## config.mk

```make
export PLATFORM = sky130hd
export DESIGN_NAME = mhrp_register_port
export DESIGN_NICKNAME = d
export VERILOG_FILES = /design/src/mhrp_pkg.sv /design/src/mhrp_dec_if.sv /design/src/mhrp_register_port.sv /design/src/mhrp_decode.sv
export VERILOG_INCLUDE_DIRS = /design/src
export SDC_FILE = /design/constraint.sdc
export NUM_CORES = 1
export LEC_CHECK = 0
export BUFFER_PORTS_ARGS = -buffer_cell sky130_fd_sc_hd__buf_2
export CAP_MARGIN = 20
export CORE_MARGIN = 10
export CORE_UTILIZATION = 35
export DETAILED_ROUTE_END_ITERATION = 6
export MAX_ROUTING_LAYER = met4
export SYNTH_ARGS = -nofsm -noshare
export SYNTH_HDL_FRONTEND = slang
export SYNTH_SLANG_ARGS = --single-unit
```

## constraint.sdc

```tcl
create_clock -name sys_clk -period 3.7 [get_ports sys_clk]
set_input_delay 0 -clock sys_clk [delete_from_list [all_inputs] [get_ports sys_clk]]
set_output_delay 0 -clock sys_clk [all_outputs]
set_load 0.02 [all_outputs]
```

## src/mhrp_regs.svh

```systemverilog
// register offsets, field positions and reset values of the host register port
`ifndef MHRP_REGS_SVH
`define MHRP_REGS_SVH
`define MHRP_BASE_ADDR 16'hFF80
`define MHRP_OFS_CMD_CHAR 4'h1
`define MHRP_OFS_DONE 4'h3
`define MHRP_OFS_IRQ_CTRL 4'h5
`define MHRP_OFS_STATUS 4'h7
`define MHRP_OFS_VECTOR 4'h9
`define MHRP_OFS_SPARE_A 4'hB
`define MHRP_OFS_SPARE_B 4'hD
`define MHRP_OFS_SPARE_C 4'hF
`define MHRP_BIT_IRQ_GLOBAL 7
`define MHRP_BIT_TX_EMPTY 6
`define MHRP_BIT_RX_FULL 5
`define MHRP_BIT_DONE_ERR 4
`define MHRP_CTRL_WMASK 8'hF0
`define MHRP_CTRL_RESET 8'h00
`define MHRP_VECTOR_RESET 8'h00
`define MHRP_AXES 4
`endif

```

## src/mhrp_pkg.sv

```systemverilog
// types shared by the host register port
package mhrp_pkg;
    typedef enum logic [3:0] {
        MHRP_SEL_CMD,
        MHRP_SEL_DONE,
        MHRP_SEL_CTRL,
        MHRP_SEL_STATUS,
        MHRP_SEL_VECTOR,
        MHRP_SEL_SPARE,
        MHRP_SEL_NONE
    } mhrp_sel_t;
endpackage

```

## src/mhrp_dec_if.sv

```systemverilog
// decoded access signals passed from the address decoder to the bank
`timescale 1ns/1ns
interface mhrp_dec_if;
    mhrp_pkg::mhrp_sel_t sel;
    logic hit;
    modport dec (output sel, output hit);
    modport bank (input sel, input hit);
endinterface

```

## src/mhrp_register_port.sv

```systemverilog
// host register bank of a four-axis motion controller
// Operation
// - done register is 8 bits, four axis flags low, upper four read zero
// - done bit 0 shows first axis finished
// - done bit 1 shows second axis finished
// - done bit 2 shows third axis finished
// - done bit 3 shows fourth axis finished
// - control bits 3..0 always read zero whatever is written
// - control bit 6 enables interrupt on transmit buffer empty
// - control bit 5 enables interrupt on input buffer full
// - control bit 4 enables interrupt on axis done or error
// - 8-bit slave at odd byte addresses in short address space
// - default base FF80 hex, registers at base plus odd offset
`timescale 1ns/1ns
`include "mhrp_regs.svh"
module mhrp_register_port (
    input wire logic sys_clk, // 10 MHz clock
    input wire logic reset, // synchronous reset, high
    input wire logic [15:0] bus_addr, // short-space byte address
    input wire logic bus_strobe, // one-cycle access strobe
    input wire logic bus_write, // 1 write, 0 read
    input wire logic [7:0] bus_wdata, // write data
    output logic [7:0] bus_rdata, // read data, registered
    output logic bus_ack, // one-cycle acknowledge
    input wire logic [15:0] base_addr, // board base, FF80 by default
    input wire logic [3:0] axis_done, // per-axis done levels
    input wire logic done_error, // error status condition level
    input wire logic tx_empty, // outgoing char buffer empty level
    input wire logic rx_full, // input char buffer full level
    input wire logic [7:0] status_in, // controller status byte
    input wire logic [7:0] resp_char, // response char from interpreter
    output logic [7:0] cmd_char, // command char to interpreter
    output logic cmd_char_wr, // pulse: command char written
    output logic resp_char_rd, // pulse: response char taken
    output logic [7:0] irq_vector, // interrupt vector number
    output logic irq_req // interrupt request, level
);
    localparam logic [7:0] CTRL_RST = `MHRP_CTRL_RESET;
    logic [7:0] rd_nxt;
    logic [7:0] done_byte;
    logic [7:0] ctrl_byte;
    logic acc;
    logic rd_any;
    // decoded actions for the command, control and vector writes and the command read
    logic wr_cmd;
    logic rd_cmd;
    logic wr_ctrl;
    logic wr_vector;
    // interrupt enable fields of the control byte
    logic irq_global_enable_r;
    logic tx_empty_irq_enable_r;
    logic rx_full_irq_enable_r;
    logic done_error_irq_enable_r;
    logic any_done;
    logic src_tx_empty;
    logic src_rx_full;
    logic src_done_err;
    logic irq_nxt;
    mhrp_dec_if dif();

    // true when the accepted access hits one register in one direction
    function automatic logic access_to(
        input logic taken,
        input logic is_write,
        input logic want_write,
        input mhrp_pkg::mhrp_sel_t sel,
        input mhrp_pkg::mhrp_sel_t want_sel
    );
        return taken && (is_write == want_write) && (sel == want_sel);
    endfunction

    mhrp_decode u_dec (
        .addr(bus_addr),
        .base(base_addr),
        .d(dif)
    );

    // even or off-window addresses never form an access
    assign acc = bus_strobe && dif.hit;
    assign rd_any = acc && !bus_write;
    assign wr_cmd = access_to(acc, bus_write, 1'b1, dif.sel,
                              mhrp_pkg::MHRP_SEL_CMD);
    assign rd_cmd = access_to(acc, bus_write, 1'b0, dif.sel,
                              mhrp_pkg::MHRP_SEL_CMD);
    assign wr_ctrl = access_to(acc, bus_write, 1'b1, dif.sel,
                               mhrp_pkg::MHRP_SEL_CTRL);
    assign wr_vector = access_to(acc, bus_write, 1'b1, dif.sel,
                                 mhrp_pkg::MHRP_SEL_VECTOR);

    // one done flag per axis, upper nibble tied low
    assign done_byte[0] = axis_done[0];
    assign done_byte[1] = axis_done[1];
    assign done_byte[2] = axis_done[2];
    assign done_byte[3] = axis_done[3];
    assign done_byte[7:4] = 4'h0;

    // the low nibble has no storage, so writes to it are lost
    assign ctrl_byte = {irq_global_enable_r, tx_empty_irq_enable_r,
                        rx_full_irq_enable_r, done_error_irq_enable_r,
                        4'h0};

    // any one axis is enough; there is no per-axis mask
    assign any_done = |axis_done;
    assign src_tx_empty = tx_empty_irq_enable_r && tx_empty;
    assign src_rx_full = rx_full_irq_enable_r && rx_full;
    assign src_done_err = done_error_irq_enable_r &&
                          (any_done || done_error);
    assign irq_nxt = irq_global_enable_r &&
                     (src_tx_empty || src_rx_full || src_done_err);

    // each enable bit is its own flop; one write loads all four
    always_ff @(posedge sys_clk) begin
        if (reset) begin
            irq_global_enable_r <= CTRL_RST[`MHRP_BIT_IRQ_GLOBAL];
        end else if (wr_ctrl) begin
            irq_global_enable_r <= bus_wdata[`MHRP_BIT_IRQ_GLOBAL];
        end
    end

    always_ff @(posedge sys_clk) begin
        if (reset) begin
            tx_empty_irq_enable_r <= CTRL_RST[`MHRP_BIT_TX_EMPTY];
        end else if (wr_ctrl) begin
            tx_empty_irq_enable_r <= bus_wdata[`MHRP_BIT_TX_EMPTY];
        end
    end

    always_ff @(posedge sys_clk) begin
        if (reset) begin
            rx_full_irq_enable_r <= CTRL_RST[`MHRP_BIT_RX_FULL];
        end else if (wr_ctrl) begin
            rx_full_irq_enable_r <= bus_wdata[`MHRP_BIT_RX_FULL];
        end
    end

    always_ff @(posedge sys_clk) begin
        if (reset) begin
            done_error_irq_enable_r <= CTRL_RST[`MHRP_BIT_DONE_ERR];
        end else if (wr_ctrl) begin
            done_error_irq_enable_r <= bus_wdata[`MHRP_BIT_DONE_ERR];
        end
    end

    // plain storage; the host reads it back when servicing a request
    always_ff @(posedge sys_clk) begin
        if (reset) begin
            irq_vector <= `MHRP_VECTOR_RESET;
        end else if (wr_vector) begin
            irq_vector <= bus_wdata;
        end
    end

    // the interpreter behind the data port sees one pulse per access
    always_ff @(posedge sys_clk) begin
        if (reset) begin
            cmd_char <= 8'h00;
        end else if (wr_cmd) begin
            cmd_char <= bus_wdata;
        end
    end

    // data and pulse load on the same edge, so the pulse finds it valid
    always_ff @(posedge sys_clk) begin
        if (reset) begin
            cmd_char_wr <= 1'b0;
        end else begin
            cmd_char_wr <= wr_cmd;
        end
    end

    // a read of the data port consumes the response character
    always_ff @(posedge sys_clk) begin
        if (reset) begin
            resp_char_rd <= 1'b0;
        end else begin
            resp_char_rd <= rd_cmd;
        end
    end

    // read data is picked from the decoded slot at the accepting edge
    always_comb begin
        case (dif.sel)
            mhrp_pkg::MHRP_SEL_CMD: rd_nxt = resp_char;
            mhrp_pkg::MHRP_SEL_DONE: rd_nxt = done_byte;
            mhrp_pkg::MHRP_SEL_CTRL: rd_nxt = ctrl_byte;
            mhrp_pkg::MHRP_SEL_STATUS: rd_nxt = status_in;
            mhrp_pkg::MHRP_SEL_VECTOR: rd_nxt = irq_vector;
            // spare slots answer but read zero
            mhrp_pkg::MHRP_SEL_SPARE: rd_nxt = 8'h00;
            default: rd_nxt = 8'h00;
        endcase
    end

    // the acknowledge follows one cycle after the accepted strobe;
    // even or off-window addresses get none, so the master times out
    always_ff @(posedge sys_clk) begin
        if (reset) begin
            bus_ack <= 1'b0;
        end else begin
            bus_ack <= acc;
        end
    end

    // read data holds between reads, so a slow host can pick it up late
    always_ff @(posedge sys_clk) begin
        if (reset) begin
            bus_rdata <= 8'h00;
        end else if (rd_any) begin
            bus_rdata <= rd_nxt;
        end
    end

    // registered so the request pin never carries decode glitches
    always_ff @(posedge sys_clk) begin
        if (reset) begin
            irq_req <= 1'b0;
        end else begin
            irq_req <= irq_nxt;
        end
    end
endmodule // mhrp_register_port

```

## src/mhrp_decode.sv

```systemverilog
// short-space odd-byte address decoder
`timescale 1ns/1ns
`include "mhrp_regs.svh"
module mhrp_decode (
    input wire logic [15:0] addr, // bus byte address
    input wire logic [15:0] base, // board base address
    mhrp_dec_if.dec d // decoded select
);
    // only odd addresses inside the 16-byte window answer
    always_comb begin
        d.hit = (addr[15:4] == base[15:4]) && addr[0];
        case (addr[3:0])
            `MHRP_OFS_CMD_CHAR: d.sel = mhrp_pkg::MHRP_SEL_CMD;
            `MHRP_OFS_DONE: d.sel = mhrp_pkg::MHRP_SEL_DONE;
            `MHRP_OFS_IRQ_CTRL: d.sel = mhrp_pkg::MHRP_SEL_CTRL;
            `MHRP_OFS_STATUS: d.sel = mhrp_pkg::MHRP_SEL_STATUS;
            `MHRP_OFS_VECTOR: d.sel = mhrp_pkg::MHRP_SEL_VECTOR;
            `MHRP_OFS_SPARE_A,
            `MHRP_OFS_SPARE_B,
            `MHRP_OFS_SPARE_C: d.sel = mhrp_pkg::MHRP_SEL_SPARE;
            default: d.sel = mhrp_pkg::MHRP_SEL_NONE;
        endcase
    end
endmodule // mhrp_decode

```

=== After elaboration in Yosys (flattened, before gate mapping) ===
Memory sizes are Yosys's and may differ from the RTL's.
Index checks and enable logic that the tools add are counted.

* Memories: 1
* Word-level logic and storage cells: 38
* Flip-flop bits (word level): 32
* ROM bits: 48
* Input bits: 67
* Output and inout bits: 28

* Bitwise logic cells: 1
* Mux-type cells: 1
* Reduce and logical (&&, ||, !) cells: 19
* Equal/unequal tests: 5

{| class="wikitable"
|+ Memories
! name !! words !! width !! rd ports !! clocked after memory_dff !! write ports !! RTL line !! RTL
|-
| (no name shown) || 16 || 3 || 1 || 0 || 0 || mhrp_decode.sv:12 || <nowiki>case (addr[3:0])</nowiki>
|}

{| class="wikitable"
|+ Operator list
! kind !! number
|-
| 8-bit one-hot mux with 5 select lines || 1
|-
| 1-bit logical AND || 13
|-
| 12-bit equality test || 1
|-
| 4-bit by 2-bit equality test with 1-bit output (second input constant) || 2
|-
| 4-bit by 1-bit equality test with 1-bit output (second input constant) || 1
|-
| 4-bit by 3-bit equality test with 1-bit output (second input constant) || 1
|-
| 4-bit zero test || 1
|-
| 4-bit OR reduction || 1
|-
| 1-bit logical OR || 3
|-
| 1-bit zero test || 1
|-
| 1-bit inverter || 1
|}

=== Depth between registers and ports, before layout ===
Gate-level depths: netlist (run 1).

* Word-level depth: 5
* Mapped depth: 7
* Gate-level depth less buffers: 4

=== By module ===
A second synthesis (run 1) with hierarchy kept.

* Cells, all modules: 179
* Area, all modules: 1,665.3 um2

{| class="wikitable"
|+ By module, submodules not included
! module !! area an instance (um2) !! cells each !! times used !! seq. area each (um2)
|-
| mhrp_register_port || 1,488.9 || 155 || 1 || 640.6
|-
| mhrp_decode || 176.4 || 24 || 1 || 0.0
|}

=== Worst setup path before layout (run 1) ===
No wires, ideal clock.

* Kind: input to register
* From: in base_addr[8]
* To: reg bus_rdata[4]
* Library setup time: 121 ps
* Path slack: 2,019 ps
* Stages: 5
* Data arrival time: 1,561 ps
* Path buffers: 1
* Cells stage by stage: xor2_1 or4_4 nor4b_1 buf_2 mux2_2

* Word-level cells in the longest chain between the ends: 4

{| class="wikitable"
|+ Ends and longest elaborated chain
! item !! RTL line !! RTL
|-
| start: declaration || mhrp_register_port.sv:25 || <nowiki>input wire logic [15:0] base_addr,</nowiki>
|-
| 12-bit equality test || mhrp_decode.sv:11 || <nowiki>d.hit = (addr[15:4] == base[15:4]) && addr[0];</nowiki>
|-
| 1-bit logical AND || mhrp_decode.sv:11 ||
|-
| 1-bit logical AND || mhrp_register_port.sv:79 || <nowiki>assign acc = bus_strobe && dif.hit;</nowiki>
|-
| 1-bit logical AND || mhrp_register_port.sv:80 || <nowiki>assign rd_any = acc && !bus_write;</nowiki>
|-
| end signal: assignment || mhrp_register_port.sv:209 || <nowiki>bus_rdata <= rd_nxt;</nowiki>
|-
| end: declaration || mhrp_register_port.sv:23 || <nowiki>output logic [7:0] bus_rdata,</nowiki>
|}

No other way between the ends.
A chain may end at the register's enable or synchronous reset.

=== Worst setup path in the final report (run 1) ===
* From: in bus_addr[1]
* To: reg irq_vector[4]

* Word-level cells in the longest chain between the ends: 3

{| class="wikitable"
|+ Ends and longest elaborated chain
! item !! RTL line !! RTL
|-
| start: declaration || mhrp_register_port.sv:19 || <nowiki>input wire logic [15:0] bus_addr,</nowiki>
|-
| memory 16 x 3 bit || - ||
|-
| 4-bit by 3-bit equality test with 1-bit output || mhrp_register_port.sv:69 || <nowiki>return taken && (is_write == want_write) && (sel == want_sel);</nowiki>
|-
| 1-bit logical AND || mhrp_register_port.sv:69 ||
|-
| end signal: assignment || mhrp_register_port.sv:147 || <nowiki>irq_vector <= `MHRP_VECTOR_RESET;</nowiki>
|-
| end signal: assignment || mhrp_register_port.sv:149 || <nowiki>irq_vector <= bus_wdata;</nowiki>
|-
| end: declaration || mhrp_register_port.sv:35 || <nowiki>output logic [7:0] irq_vector,</nowiki>
|}

No other way between the ends.

==> metrics, run 1 <==
root buffer cell=clkbuf_8; Core Region=0.00517 mm²; Net Sw Power=181 µW; Placement Cell Area=about 0.0024 mm²; post-synthesis cell area=0.00189 mm²; row cnt=26; cells after synthesis=around 210; Mapped Nets=273; Routed WL=5470 µm; Slowest-stage cell, CP=nor4bb_1; hold_ws=0.00981 ns; post-route cell area=roughly 0.0025 mm²; quantity of gates resized following cts=0; static leakage=approximately 1.1 nW; dpl hpwl=about 4300 µm; TritonCTS Buffers=5; share of layout cells above drive strength 1=0.382; initial drt markers=74; # Post-CTS Setup Buffers=0; Reg power frac=0.443; Final min period=1.81 ns; final hold vios=0; Synth Register Bits=32; Net Sw Frac=0.233; Fmax=553 MHz; CP arrival=2.02 ns; Remaining DRCs=0; Chip Height=around 93 µm; Final GP Congestion=0.744; Worst VDD drop=0.241 mV; DR vias/cell=4.93; CP endpoint kind=flop; synthesis-to-finish area growth=32.6%; family with the most delay on the worst path=simple AND/OR/NAND/NOR gates; die area=0.00873 mm²; relative slew slack=0.461; max_cap viols=0; CP bufs+invs=1; Clock Power Share=0.423; count of cell types in the netlist=34; Final Slew Violations=0; unrepaired setup endpoints after global routing=no; diode count=0; vias in the first global route=1849; Routed Antenna Nets=0; pwr dens=between 300 and 400 mW/mm²; crit path kind=in -> reg; setup_tns=0 ns; worst path required time=3.91 ns; # port buffers=90; GRT Residual Overflow=0; clock buffer depth=2; CTS H-tree depth=2; TritonRoute pass-1 iters=4; clk_lat worst skew=0.28 ns; Sink Count=32; worst path cell trace=buf_2 > nor4bb_1 > nand4_1 > nor4_4 > mux2i_1; Seq/Total Area, Yosys=0.340; fin nets=359; final setup fails=0; All-Layer GR Usage=0.129; first-pass GRT wire length=8950 µm; status=finished, final reports clean; Logic pwr share=0.133; synthesized area per cell=9.16 µm²; DIE WIDTH=around 93 µm; crit path max fanout=28; fin crit share=0.489; initial antenna violation count=0; starting density of the core=0.365; CTS clk-pin slew, worst paths=0.07 ns; hold buffers post-CTS=2; vias=1791; TritonCTS clock tree=done; max incr delay on CP=0.64 ns; HP Class=in -> reg; IO Pins=95; Worst Setup Start Kind=input pin; P_int=596 µW; Final Skew=0.00384 ns; largest net degree at the start of global routing=42; Slew @ Worst Pin=0.803 ns; synth warn=0; Avg WL per Cell=15.1 µm
## tightest hold or removal path, delay by kind of cell
family	cells	cell delay, ns
buffers and inverters	1	0.09
multiplexers	1	0.07
AND/OR/NAND/NOR	1	0.08
## metrics by stage
step	total power, mW	setup slack (ns)	utilization	cells
final	0.777	1.89	0.484	363
after global routing	0.809	1.66	0.484	363
after CTS	0.784	1.87	0.484	363
after detailed placement	0.454	1.60	0.459	353
after global placement	0.453	1.63	0.459	353
after floorplan	0.409	2.02	-	206
## cell usage in the layout (no fill, tap or decap)
cell type and n:
xnor2_1 2, and3_1 3, nand3b_1 9, nand2b_1 33
nor4_1 4, or4_4 3, nor3b_1 3, clkbuf_8 5
nor4_4 1, mux2_2 4, nor4b_1 1, nand2_1 4
a211o_1 1, clkbuf_1 1, nor2_1 3, or3_2 1
or4_1 2, and3b_1 1, or3b_2 4, dfxtp_1 32
dlygate4sd3_1 2, nor4bb_1 2, bufinv_16 1, xor2_1 12
nor2b_1 4, buf_4 1, clkinv_2 1, nor3_1 2
o21ai_0 9, mux2i_1 25, nand3_1 5, nand4_1 4
a22oi_1 4, buf_2 90, a21oi_1 12, nor4b_2 1
a221oi_1 1
## power groups by stage
stage / registers, mW / clock network [mW] / logic, mW
floorplan: 0.352 / 0 / 0.0564
global placement: 0.352 / 0 / 0.101
detailed placement: 0.352 / 0 / 0.102
CTS: 0.344 / 0.335 / 0.104
global route: 0.344 / 0.349 / 0.116
finish: 0.344 / 0.329 / 0.104
## flip-flops by register name, indices dropped and copies added (netlist names)
signal	cells
tx_empty_irq_enable_r	1
irq_vector	8
resp_char_rd	1
rx_full_irq_enable_r	1
bus_rdata	8
irq_global_enable_r	1
bus_ack	1
cmd_char_wr	1
done_error_irq_enable_r	1
cmd_char	8
irq_req	1
## logic make-up (layout without fill, tap and decap cells)
group | after synthesis | count (layout) | synth area share
and+or+nand+nor | 90 | 90 | 0.324
DFF | 32 | 32 | 0.340
muxes | 29 | 29 | 0.156
AOI/OAI and AO/OA | 27 | 27 | 0.0809
xor gates and xnor gates | 14 | 14 | 0.0650
buffers and inverters | 14 | 101 | 0.0345
## per-layer routing
layer  vias up  wire, µm  track usage
li1        913         -            -
met1       809      2460        0.154
met2        64      2550        0.201
met3         5       418       0.0448
met4         0        46       0.0347
met5         -         0            -
## synth_stat cells (all sizes together)
| cell type | n | area share |
|---|---|---|
| nand2b | 33 | 0.11 |
| dfxtp | 32 | 0.34 |
| mux2i | 25 | 0.13 |
| a21oi | 12 | 0.032 |
| xor2 | 12 | 0.056 |
| clkbuf | 9 | 0.019 |
| nand3b | 9 | 0.036 |
| o21ai | 9 | 0.024 |
| buf | 5 | 0.016 |
| nand3 | 5 | 0.013 |
| nor4 | 5 | 0.025 |
| or4 | 5 | 0.026 |
| a22oi | 4 | 0.016 |
| mux2 | 4 | 0.024 |
| nand2 | 4 | 0.0080 |
| nand4 | 4 | 0.013 |
| nor2b | 4 | 0.013 |
| or3b | 4 | 0.019 |
| and3 | 3 | 0.0099 |
| nor2 | 3 | 0.0060 |
| nor3b | 3 | 0.012 |
| nor3 | 2 | 0.0053 |
| nor4b | 2 | 0.0093 |
| nor4bb | 2 | 0.011 |
| xnor2 | 2 | 0.0093 |
| a211o | 1 | 0.0046 |
| a221oi | 1 | 0.0046 |
| and3b | 1 | 0.0046 |
| or3 | 1 | 0.0040 |
## cell type report
class | count | area (µm²)
flip-flops and latches | 32 | 641
clock inverters | 2 | 35.0
repair buffers | 93 | 478
fillers | 515 | 2670
well taps | 70 | 87.6
multi-input cells | 160 | 1190
clock buffers | 6 | 72.6
## path summary, 6_finish.rpt
check	cells after the start	endpoint	start	slack [ns]
setup reg to reg	4	bus_rdata[6]$_SDFFE_PP0P_	tx_empty_irq_enable_r$_SDFFE_PP0P_	2.56
hold / removal	3	cmd_char[3]$_SDFFE_PP0P_	bus_wdata[3]	0.01
setup / recovery	5	irq_vector[4]$_SDFFE_PP0P_	bus_addr[1]	1.89
hold reg to reg	2	cmd_char[2]$_SDFFE_PP0P_	cmd_char[2]$_SDFFE_PP0P_	0.47
No activity file was read; power rests on OpenSTA's default activity.
==> run 2: changes to the inputs <==
--- a/config.mk
+++ b/config.mk
@@ -6,6 +6,7 @@
 export SDC_FILE = /design/constraint.sdc
 export NUM_CORES = 1
 export LEC_CHECK = 0
+export ABC_AREA = 1
 export BUFFER_PORTS_ARGS = -buffer_cell sky130_fd_sc_hd__buf_2
 export CAP_MARGIN = 20
 export CORE_MARGIN = 10
==> constraint.sdc (replaced) <==
create_clock -name sys_clk -period 1.5 [get_ports sys_clk]
set_input_delay 0 -clock sys_clk [delete_from_list [all_inputs] [get_ports sys_clk]]
set_output_delay 0 -clock sys_clk [all_outputs]
set_load 0.02 [all_outputs]
==> metrics, run 2 <==
status=finished, final reports clean (unchanged); Final min period=1.03 ns; R2R Path End=bus_rdata[7]$_SDFFE_PP0P_ (was bus_rdata[6]$_SDFFE_PP0P_); unrepaired setup endpoints after global routing=no (unchanged); worst path required time=1.68 ns (was 3.91 ns); Worst Hold End=bus_ack$_SDFF_PP0_ (was cmd_char[3]$_SDFFE_PP0P_); Inst Count DP=505 (was 353); starting density of the core=0.362 (was 0.365); vias in the first global route=2336 (was 1849); Core Region=0.00592 mm² (was 0.00517 mm²); synthesis-to-finish area growth=32.6% (about the same); Seq/Total Area, Yosys=0.299 (was 0.340); largest cells by area after synthesis=dfxtp_1, nand2_1, nor2_1 (was dfxtp_1, mux2i_1, nand2b_1); Multi-input gate area=0.00123 mm² (was 0.00119 mm²); vias=2336 (was 1791); crit path max fanout=19 (was 28); cells after synthesis=347 (was 206); static leakage=1.61 nW (was 1.12 nW); final hold vios=0 (unchanged); All-Layer GR Usage=0.135 (was 0.129); Routed Antenna Nets=0 (unchanged); row cnt=28 (was 26); EDFF count, synth=0 (unchanged); Fmax=approximately 1000 MHz; max_cap viols=0 (unchanged); first-pass GRT wire length=10900 µm (was 8950 µm); Power, Total=1.98 mW (was 777 µW); post-synthesis cell area=0.00214 mm² (was 0.00189 mm²); initial antenna violation count=0 (unchanged); TritonCTS Buffers=5 (unchanged); CTS H-tree depth=2 (unchanged); # Post-CTS Setup Buffers=0 (unchanged); worst reg2reg path depth=6 (was 4); setup_tns=0 ns (unchanged); top post-synthesis cells by count=nand2_1, nor2_1, inv_1 (was nand2b_1, dfxtp_1, mux2i_1); diode count=0 (unchanged); utilization after layout=0.480 (was 0.484); ys async rst share=0 (unchanged); fillers=651 (was 515); CP endpoint kind=flop (unchanged); Remaining DRCs=0 (unchanged); biggest regs=bus_rdata (8), cmd_char (8), irq_vector (8) (unchanged); TritonRoute pass-1 iters=4 (unchanged); hold depth=2 (was 3); register area=641 µm² (unchanged); fin nets=512 (was 359); synthesized area per cell=6.18 µm² (was 9.16 µm²); non-filler cells, final=521 (was 363); Mapped Nets=414 (was 273); Synth top area share=0.299 (was 0.340); Routed WL=6470 µm (was 5470 µm); synth warn=0 (unchanged); Worst Setup Start Kind=input pin (unchanged); pwr dens=695 mW/mm² (was 311 mW/mm²); Avg WL per Cell=12.4 µm (was 15.1 µm); IO Pins=95 (unchanged); Sink Count=32 (unchanged); DIE WIDTH=98.3 µm (was 93.4 µm); Synth Register Bits=32 (unchanged); HP Class=in -> reg (unchanged); clk_lat worst skew=0.28 ns (about the same); GRT Residual Overflow=0 (unchanged); final setup fails=0 (unchanged); Hold Path Origin=reset (was bus_wdata[3]); initial drt markers=122 (was 74); Final Slew Violations=0 (unchanged); quantity of gates resized following cts=0 (unchanged); CP arrival=1.20 ns (was 2.02 ns); Chip Height=98.3 µm (was 93.4 µm); Slew @ Worst Pin=0.552 ns (was 0.803 ns); TritonCTS clock tree=done (unchanged); largest net degree at the start of global routing=21 (was 42); share of layout cells above drive strength 1=0.278 (was 0.382); clock buffer depth=2 (unchanged); Worst R2R Setup Slack=0.53 ns (was 2.56 ns); fin crit share=0.684; commonest non-fill, non-tap cell in the layout=nand2_1 (was buf_2); reg2reg start=irq_vector[7]$_SDFFE_PP0P_ (was tx_empty_irq_enable_r$_SDFFE_PP0P_); Final GP Congestion=0.868 (was 0.744); Worst VDD drop=0.533 mV (was 0.241 mV); crit path kind=in -> reg (unchanged); hold buffers post-CTS=8 (was 2); Final Skew=0.00831 ns (was 0.00384 ns); CTS clk-pin slew, worst paths=0.07 ns (about the same); Post-synth top flop=dfxtp_1 (unchanged); most frequent cells in the layout=nand2_1, buf_2, nor2_1 (was buf_2, nand2b_1, dfxtp_1); relative slew slack=0.629 (was 0.461); root buffer cell=clkbuf_8 (unchanged); most numerous cell in the Yosys netlist=nand2_1 (was nand2b_1); DR vias/cell=4.48 (was 4.93); die area=0.00966 mm² (was 0.00873 mm²); count of cell types in the netlist=27 (was 34); dpl hpwl=5290 µm (was 4330 µm); post-synth top area cell=dfxtp_1 (unchanged); # port buffers=90 (unchanged)
run 2: cell count changes in the layout (fill, tap and decap cells not counted), sizes merged, moves of 5 or more:
cell	delta
nand3	+12
nand4	+29
o21ai	-8
inv	+56
mux2i	-25
nand3b	-7
or4	-5
nand2b	-33
xor2	-12
nand2	+102
dlygate4sd3	+6
nor2	+69
run 2: worst max-delay path by stage:
stage | from | endpoint | slack (ns) | depth (start not counted)
3_3_place_gp | bus_addr[0] | irq_global_enable_r$_SDFFE_PP0P_ | 0.19 | 8
4_1_cts | bus_addr[0] | done_error_irq_enable_r$_SDFFE_PP0P_ | 0.48 | 8
3_5_place_dp | bus_addr[0] | rx_full_irq_enable_r$_SDFFE_PP0P_ | 0.19 | 9
5_1_grt | bus_addr[0] | rx_full_irq_enable_r$_SDFFE_PP0P_ | 0.30 | 8
6_report | bus_addr[0] | done_error_irq_enable_r$_SDFFE_PP0P_ | 0.47 | 8
2_1_floorplan | bus_addr[2] | irq_vector[0]$_SDFFE_PP0P_ | 0.53 | 7
run 2: stage by stage:
step                      worst slack [ns]  hold WS (ns)  instance area, µm²
after floorplan                      0.525        0.0768                2140
after global placement               0.194         0.241                2650
after detailed placement             0.185         0.247                2650
after CTS                            0.477        0.0483                2840
after global routing                 0.303        0.0654                2840
final                                0.474        0.0555                2840
run 2: logic make-up after synthesis:
family	share of synthesized area
XOR/XNOR	0.00408
AND/OR/NAND/NOR	0.536
buffers and inverters	0.130
flip-flops	0.299
AO/OA/AOI/OAI	0.0315
run 2: metal layers:
metal / vias up / share of wire / global-route usage / wire, µm
met1: 1005 / 0.46 / 0.164 / 2990
met5: - / 0 / - / 0
li1: 1276 / - / - / -
met2: 50 / 0.48 / 0.223 / 3110
met3: 5 / 0.051 / 0.0338 / 331
met4: 0 / 0.0057 / 0.0265 / 37
run 2: final cells by class:
type,count,share of cell area
Clock buffer,5,0.0242
Clock inverter,3,0.0150
Inverter,58,0.0770
Multi-Input combinational cell,247,0.431
Sequential cell,32,0.225
Tap cell,75,0.0330
Timing Repair Buffer,101,0.194
run 2: report_power, final:
group | leakage, nW | internal, mW | switching (mW)
logic | 1.29 | 0.128 | 0.184
registers | 0.258 | 0.849 | 0.00000624
clock network | 0.0541 | 0.491 | 0.325
total | 1.61 | 1.47 | 0.509
run 2: critical path, stage by stage:
cell	delay, ns
buf_2	0.14
inv_1	0.11
nor2_8	0.24
nand3_1	0.19
inv_1	0.12
nand4_1	0.19
nor2_1	0.15
nor2_1	0.06
